## src/inc/flash_spm_pkg.sv

```systemverilog
/*
 Constants for the flash self-programming sequencer: control codes, section
 boundaries, loader sizes and operation timing.
 Assumes a 20 MHz system clock; the core drives the command port directly.
*/
package flash_spm_pkg;
	localparam int          CLK_HZ          = 20_000_000;
	localparam int          ARM_WINDOW      = 4;
	// control register codes; bit 7 of lock code is don't-care
	localparam logic [7:0]  CODE_LOAD       = 8'h01;
	localparam logic [7:0]  CODE_ERASE      = 8'h03;
	localparam logic [7:0]  CODE_WRITE      = 8'h05;
	localparam logic [6:0]  CODE_LOCK       = 7'h09;
	localparam logic [7:0]  CODE_REREAD     = 8'h11;
	localparam logic [11:0] RESET_APP_WORD  = 12'h000;
	localparam logic [11:0] HALT_SECT_START = 12'hC00;
	localparam logic [11:0] LOADER_START_00 = 12'hC00;
	localparam logic [11:0] LOADER_START_01 = 12'hE00;
	localparam logic [11:0] LOADER_START_10 = 12'hF00;
	localparam logic [11:0] LOADER_START_11 = 12'hF80;
	// 4.1 ms nominal sits inside the 3.7 to 4.5 ms band
	localparam int          OP_TIME_US      = 4100;
	localparam int          OP_CYCLES       = OP_TIME_US * (CLK_HZ / 1_000_000);
	typedef enum logic [1:0] {IDLE, ARMED, BUSY} seq_state_t;
	typedef enum logic [1:0] {OP_ERASE, OP_WRITE, OP_LOCK} op_kind_t;
endpackage

```

## src/rtl/flash_spm_seq.sv

```systemverilog
/*
 Flash self-programming sequencer: command arming, page buffer, erase/write/lock
 timing, section decode, halt and busy reporting, reset vector select.
 Assumes the core presents one-cycle write and store strobes on sys_clk, and the
 flash array accepts erase/program requests with a page image.
*/
module flash_spm_seq #(
	parameter int PAGE_WORDS = 32,
	parameter int PAGE_BITS  = 7,
	parameter int OP_CYCLES  = flash_spm_pkg::OP_CYCLES
) (
	// clock and reset
	input  wire logic                  sys_clk,
	input  wire logic                  srst,
	// fuses
	input  wire logic                  boot_vector_fuse,
	input  wire logic                  loader_size_fuse_hi,
	input  wire logic                  loader_size_fuse_lo,
	// core command port
	input  wire logic                  ctrlWrite,
	input  wire logic [7:0]            ctrlData,
	input  wire logic                  storeStrobe,
	input  wire logic [15:0]           zPointer,
	input  wire logic [15:0]           dataR1R0,
	input  wire logic [11:0]           execWordAddr,
	input  wire logic                  eepromWrite,
	// program memory load port
	input  wire logic [15:0]           loadByteAddr,
	input  wire logic [15:0]           flashWordIn,
	output logic      [11:0]           flashReadWord,
	output logic      [7:0]            loadByte,
	// status and control out
	output logic      [7:0]            progCtrlRead,
	output logic                       coreHalt,
	output logic                       section_busy_flag,
	output logic      [11:0]           resetVector,
	output logic      [11:0]           loaderStart,
	// flash array
	output logic                       arrayErase,
	output logic                       arrayProgram,
	output logic                       arrayLock,
	output logic      [PAGE_BITS-1:0]  arrayPage,
	output logic      [7:0]            arrayLockData,
	output logic      [PAGE_WORDS*16-1:0] arrayImage
);
	localparam int WB = $clog2(PAGE_WORDS);

	typedef struct packed {
		flash_spm_pkg::seq_state_t state;
		flash_spm_pkg::op_kind_t   op;
		logic [7:0]                ctrl;
		logic [2:0]                armCnt;
		logic [31:0]               opCnt;
		logic [PAGE_BITS-1:0]      page;
		logic [7:0]                lockData;
		logic                      busy;
		logic                      halt;
		logic [PAGE_WORDS-1:0]     filled;
		logic [PAGE_WORDS*16-1:0]  buffer;
		logic [7:0]                loadByte;
	} seq_regs_t;

	seq_regs_t s_r;
	seq_regs_t s_nxt;

	logic [WB-1:0]        wordIdx;
	logic [PAGE_BITS-1:0] pageIdx;
	logic                 fromLoader;
	logic                 bufClear;

	function automatic logic inHalting(input logic [PAGE_BITS-1:0] pg);
		logic [11:0] w;
		w = 12'(pg) << WB;
		return w >= flash_spm_pkg::HALT_SECT_START;
	endfunction

	always_comb begin
		case ({loader_size_fuse_hi, loader_size_fuse_lo})
			2'b00:   loaderStart = flash_spm_pkg::LOADER_START_00;
			2'b01:   loaderStart = flash_spm_pkg::LOADER_START_01;
			2'b10:   loaderStart = flash_spm_pkg::LOADER_START_10;
			default: loaderStart = flash_spm_pkg::LOADER_START_11;
		endcase
	end

	// fuses are inputs only; nothing here can write them
	assign resetVector = boot_vector_fuse ? flash_spm_pkg::RESET_APP_WORD
	                                      : loaderStart;

	assign wordIdx    = zPointer[WB:1];
	assign pageIdx    = zPointer[PAGE_BITS+WB:WB+1];
	assign fromLoader = execWordAddr >= loaderStart;
	assign flashReadWord = loadByteAddr[12:1];

	always_comb begin
		s_nxt    = s_r;
		bufClear = 1'b0;
		s_nxt.loadByte = loadByteAddr[0] ? flashWordIn[15:8] : flashWordIn[7:0];
		case (s_r.state)
			flash_spm_pkg::IDLE: begin
				if (ctrlWrite && ctrlData[0]) begin
					s_nxt.state  = flash_spm_pkg::ARMED;
					s_nxt.ctrl   = ctrlData;
					s_nxt.armCnt = 3'(flash_spm_pkg::ARM_WINDOW);
				end
			end
			flash_spm_pkg::ARMED: begin
				if (storeStrobe && fromLoader) begin
					s_nxt.state = flash_spm_pkg::IDLE;
					s_nxt.ctrl  = 8'h00;
					if (s_r.ctrl == flash_spm_pkg::CODE_LOAD) begin
						s_nxt.busy = 1'b0;
						// second load to a slot is refused
						if (!s_r.filled[wordIdx]) begin
							s_nxt.filled[wordIdx] = 1'b1;
							s_nxt.buffer[wordIdx*16 +: 16] = dataR1R0;
						end
					end else if (s_r.ctrl == flash_spm_pkg::CODE_REREAD) begin
						s_nxt.busy = 1'b0;
						bufClear   = 1'b1;
					end else if (s_r.ctrl == flash_spm_pkg::CODE_ERASE ||
					             s_r.ctrl == flash_spm_pkg::CODE_WRITE) begin
						s_nxt.state = flash_spm_pkg::BUSY;
						s_nxt.op    = (s_r.ctrl == flash_spm_pkg::CODE_ERASE) ?
						              flash_spm_pkg::OP_ERASE : flash_spm_pkg::OP_WRITE;
						s_nxt.page  = pageIdx;
						s_nxt.opCnt = 32'(OP_CYCLES);
						s_nxt.halt  = inHalting(pageIdx);
						if (!inHalting(pageIdx))
							s_nxt.busy = 1'b1;
					end else if (s_r.ctrl[6:0] == flash_spm_pkg::CODE_LOCK) begin
						// pointer ignored, no halt
						s_nxt.state    = flash_spm_pkg::BUSY;
						s_nxt.op       = flash_spm_pkg::OP_LOCK;
						s_nxt.lockData = dataR1R0[7:0];
						s_nxt.opCnt    = 32'(OP_CYCLES);
					end
				end else if (s_r.armCnt == 3'h1) begin
					s_nxt.state = flash_spm_pkg::IDLE;
					s_nxt.ctrl  = 8'h00;
				end else begin
					s_nxt.armCnt = s_r.armCnt - 3'h1;
				end
			end
			flash_spm_pkg::BUSY: begin
				if (s_r.opCnt == 32'h1) begin
					s_nxt.state = flash_spm_pkg::IDLE;
					s_nxt.halt  = 1'b0;
					s_nxt.ctrl  = 8'h00;
					if (s_r.op == flash_spm_pkg::OP_WRITE)
						bufClear = 1'b1;
				end else begin
					s_nxt.opCnt = s_r.opCnt - 32'h1;
				end
			end
			default: s_nxt.state = flash_spm_pkg::IDLE;
		endcase
		// eeprom write loses any loaded words
		if (bufClear || eepromWrite) begin
			s_nxt.filled = '0;
			s_nxt.buffer = '1;
		end
	end

	always_ff @(posedge sys_clk) begin
		if (srst) begin
			s_r        <= '0;
			s_r.state  <= flash_spm_pkg::IDLE;
			s_r.buffer <= '1;
		end else begin
			s_r <= s_nxt;
		end
	end

	// array strobes pulse at the first busy cycle; flash holds page for the op
	assign arrayErase   = s_r.state == flash_spm_pkg::BUSY && s_r.op == flash_spm_pkg::OP_ERASE
	                      && s_r.opCnt == 32'(OP_CYCLES);
	assign arrayProgram = s_r.state == flash_spm_pkg::BUSY && s_r.op == flash_spm_pkg::OP_WRITE
	                      && s_r.opCnt == 32'(OP_CYCLES);
	assign arrayLock    = s_r.state == flash_spm_pkg::BUSY && s_r.op == flash_spm_pkg::OP_LOCK
	                      && s_r.opCnt == 32'(OP_CYCLES);
	assign arrayPage         = s_r.page;
	assign arrayLockData     = s_r.lockData;
	assign arrayImage        = s_r.buffer;
	assign coreHalt          = s_r.halt;
	assign section_busy_flag = s_r.busy;
	assign loadByte          = s_r.loadByte;
	assign progCtrlRead = {1'b0, s_r.busy, 5'(s_r.ctrl[5:1]),
	                       s_r.state != flash_spm_pkg::IDLE};
endmodule

```

## config.mk

```make
export PLATFORM = sky130hd
export DESIGN_NAME = flash_spm_seq
export DESIGN_NICKNAME = d
export VERILOG_FILES = /design/src/inc/flash_spm_pkg.sv /design/src/rtl/flash_spm_seq.sv
export SDC_FILE = /design/constraint.sdc
export NUM_CORES = 1
export LEC_CHECK = 0
export BUFFER_PORTS_ARGS = -buffer_cell sky130_fd_sc_hd__buf_2
export CAP_MARGIN = 20
export CORE_MARGIN = 5
export CORE_UTILIZATION = 30
export DETAILED_ROUTE_END_ITERATION = 12
export MAX_ROUTING_LAYER = met4
export RECOVER_POWER = 50
export SETUP_SLACK_MARGIN = 0.4
export SLEW_MARGIN = 20
export SYNTH_ARGS = -nofsm -noshare
export SYNTH_HDL_FRONTEND = slang
export SYNTH_SLANG_ARGS = --single-unit
export TNS_END_PERCENT = 10
```

## constraint.sdc

```tcl
create_clock -name sys_clk -period 4.6 [get_ports sys_clk]
set_input_delay 0.69 -clock sys_clk [delete_from_list [all_inputs] [get_ports sys_clk]]
set_output_delay 0.69 -clock sys_clk [all_outputs]
set_load 0.01 [all_outputs]
```

==> impl_metrics.csv <==
group,metric,value,unit
power,pwr-share-comb,11.7,%
drt,vias_per_cell,5.24,
status,status,"finished, violations left",
drt,wl,116000,µm
power,ir_drop,212,µV
power,p_sw,3.64,mW
worst_hold_path,hold_class,"in -> reg",
power,power_frac_clock,46.1,%
timing,setup_viol,0,
placed_design,gp_congestion,0.880,
synthesis,synth_cell_type_count,80,
timing,finalSetupTns,0,ns
floorplanning,io_pins,676,
synthesis,syn_avg_cell_area,8.67,µm²
synthesis,yosys_warnings,0,
layout,syn2layout_area_growth,6.92,%
synthesis,synthFlopType,"dfxtp_1",
timing,max_freq,261,MHz
synthesis,synth.area.top_cells,"dfxtp_1 (41%), buf_4 (15%), o21ai_0 (6.0%)",
timing,worst_pin_slew,2.36,ns
power,power_density,405,nW/µm²
floorplanning,num_rows,116,
layout,nets,3527,
timing,finalHoldViolations,0,
synthesis,yosysMostFrequentCell,"dfxtp_1",
synthesis,syn_inst,3471,
drt,ant_nets,0,
clock_tree,holdBufCountCts,0,
clock_tree,htreeDepth,3,
drt,firstDrtPassIters,6,
timing,min_period,3.83,ns
global_route,grt_pass1_wl,166000,µm
placed_design,numPortBuffers,627,
worst_setup_path,cp_cell_sequence,"inv_1 -> ha_1 -> or4b_2 -> nor4_1 -> and3_1 -> a2111o_2 -> buf_4 -> nor2_1 -> mux2i_1",
global_route,grt_overflow,0,
drt,vias,25000,
layout,fill_cells,10700,
worst_setup_path,required,5.15,ns
floorplanning,core_area,99900,µm²
drt,drtIter0Drc,2332,
synthesis,synth_seq_cells,616,
synthesis,synthTopCellsByCount,"dfxtp_1 (616), buf_4 (587), o21ai_0 (361)",
floorplanning,die_h,327,µm
worst_setup_path,cp_max_fo,83,
global_route,grt_pass1_vias,23400,
worst_setup_path,slowest_delay,0.74,ns
synthesis,yosys.area.top_type,"dfxtp_1",
worst_setup_path,startpoint_type,"flop",
clock_tree,cts_root_buf,"clkbuf_16",
worst_setup_path,cp.arrival,4.37,ns
layout,drive_above_1_share,11.1,%
power,p_int,9.40,mW
power,swShare,27.9,%
clock_tree,cts_inserted_buffers,73,
timing,fin_worst_skew,0.0231,ns
floorplanning,die_x,327,µm
layout,fin_cells,4779,
power,p_total,13.0,mW
placed_design,post-place-cells,4641,
timing,rsz0062_at_grt,"false",
clock_tree,cts_buffer_depth,3,
global_route,grtUsageTotal,21.0,%
clock_tree,cts_tree,"built",
floorplanning,die_area,107000,µm²
timing,slew_headroom,-57.0,%
status,violations,"max-capacitance violations, max-slew violations",
worst_setup_path,slowest_stage,"buf_4",
clock_tree,clkSlewWorstSetupHoldPaths,0.06,ns
worst_setup_path,end_kind,"flop",
run,cap_violations,2,
clock_tree,cts_resized,0,
power,total_leakage_power,11.1,nW
placed_design,dpl.hpwl,80700,µm
synthesis,syn-cell-area,30100,µm²
synthesis,synth_edf_count,0,
clock_tree,clk_latency,0.64,ns
timing,finalMaxSlewViolations,60,
global_route,grt_max_degree,136,
global_route,antenna_found_initial,5,
worst_setup_path,worstSetupPathType,"reg -> reg",
synthesis,synthArstFlopShare,0,%
clock_tree,cts_setup_buffers,0,
power,seq_power_share,42.2,%
clock_tree,cts_sinks,616,
synthesis,ys_seq_area_share,41.0,%
timing,fin_crit_sh,83.2,%
synthesis,synth_top_cell_area_share,41.0,%
drt,drc,0,
floorplanning,initial_utilization,30.2,%
drt,wl_per_cell,24.3,µm
per-layer routing:
metal  vias up  global-route usage [%]  wire length, µm
met5         -                       -                0
met4         0                    7.70             4210
met3       209                    4.89             9340
met2      1076                    32.0            52100
met1     12100                    27.4            50300
li1      11600                       -                -
path summary, 6_finish.rpt:
check	start	endpoint	slack, ns	depth (start not counted)
max reg2reg	s_r[570]	flop	0.77	9
min	flashWordIn[0]	loadByte[0]	0.30	3
max	s_r[570]	flop	0.77	9
min reg2reg	s_r[541]	s_r[541]	0.45	2
cell families after synthesis:
logic type               synth area share [%]
other                                  0.0249
AO/OA/AOI/OAI                            11.2
multiplexers                             6.30
AND/OR/NAND/NOR                          21.2
adder cells (fa/ha/maj)                 0.706
buffers and inverters                    19.2
XOR/XNOR                                0.495
flip-flops                               41.0
critical path: cells and delay by family (launching register included):
family / cells / cell delay (ns)
DFF: 1 / 0.31
muxes: 1 / 0.16
adders and majority gates: 1 / 0.16
buffers and inverters: 2 / 0.87
and+or+nand+nor: 4 / 1.79
AOI/OAI and AO/OA: 1 / 0.40
power by group through the flow:
| stage | Sequential [mW] | Combinational [mW] | Clock [mW] |
|---|---|---|---|
| final | 5.51 | 1.52 | 6.01 |
| after global routing | 5.51 | 1.65 | 6.36 |
| after CTS | 5.50 | 1.54 | 6.16 |
| after detailed placement | 5.62 | 1.53 | 0 |
| after global placement | 5.62 | 1.52 | 0 |
| after floorplan | 5.59 | 1.03 | 0 |
metrics by stage:
stage / worst slack (ns) / cell area (µm²) / hold WS [ns] / utilization (%)
5_1_grt: 0.491 / 32200 / 0.276 / 32.2
3_5_place_dp: 0.355 / 30400 / 0.440 / 30.5
6_report: 0.773 / 32200 / 0.301 / 32.2
4_1_cts: 1.01 / 32900 / 0.239 / 33.0
3_3_place_gp: 0.407 / 30400 / 0.432 / 30.5
2_1_floorplan: 1.13 / 30200 / 0.420 / -
cell type report:
type / count / area (µm²) / area share, %
well taps: 1298 / 1620 / 5.04
diodes: 6 / 15.0 / 0.0466
flip-flops and latches: 616 / 12300 / 38.3
repair buffers: 733 / 3480 / 10.8
inverters: 33 / 124 / 0.385
multi-input cells: 1961 / 12100 / 37.7
clock buffers: 105 / 2170 / 6.74
clock inverters: 27 / 310 / 0.964
placed cells by master, fill, tap and decap left out, types with 6 or more instances in the layout:
master | netlist | routed
a211o_1 | 22 | 22
a21oi_1 | 27 | 28
a31oi_1 | 9 | 9
a41oi_1 | 26 | 26
and2_1 | 9 | 8
and3_1 | 11 | 11
buf_12 | 2 | 19
buf_2 | 67 | 75
buf_4 | 587 | 86
clkbuf_1 | 201 | 564
clkbuf_16 | 0 | 74
clkbuf_8 | 0 | 20
clkinv_2 | 0 | 10
conb_1 | 2 | 17
dfxtp_1 | 616 | 616
diode_2 | 0 | 6
ha_1 | 17 | 16
inv_1 | 32 | 32
mux2i_1 | 177 | 177
nand2_1 | 135 | 135
nand3_1 | 301 | 301
nand3_2 | 6 | 6
nand4_1 | 287 | 287
nor2_1 | 268 | 254
nor2_2 | 4 | 13
nor2_8 | 17 | 17
nor2b_1 | 17 | 16
nor3_1 | 42 | 40
nor4_1 | 9 | 9
o211ai_1 | 27 | 27
o21a_1 | 6 | 6
o21ai_0 | 361 | 361
o21ai_1 | 6 | 6
o311ai_0 | 24 | 24
o311ai_1 | 10 | 10
or3_1 | 14 | 14
or4_1 | 12 | 12
xor2_1 | 16 | 15
No activity file was read; power rests on OpenSTA's default activity.
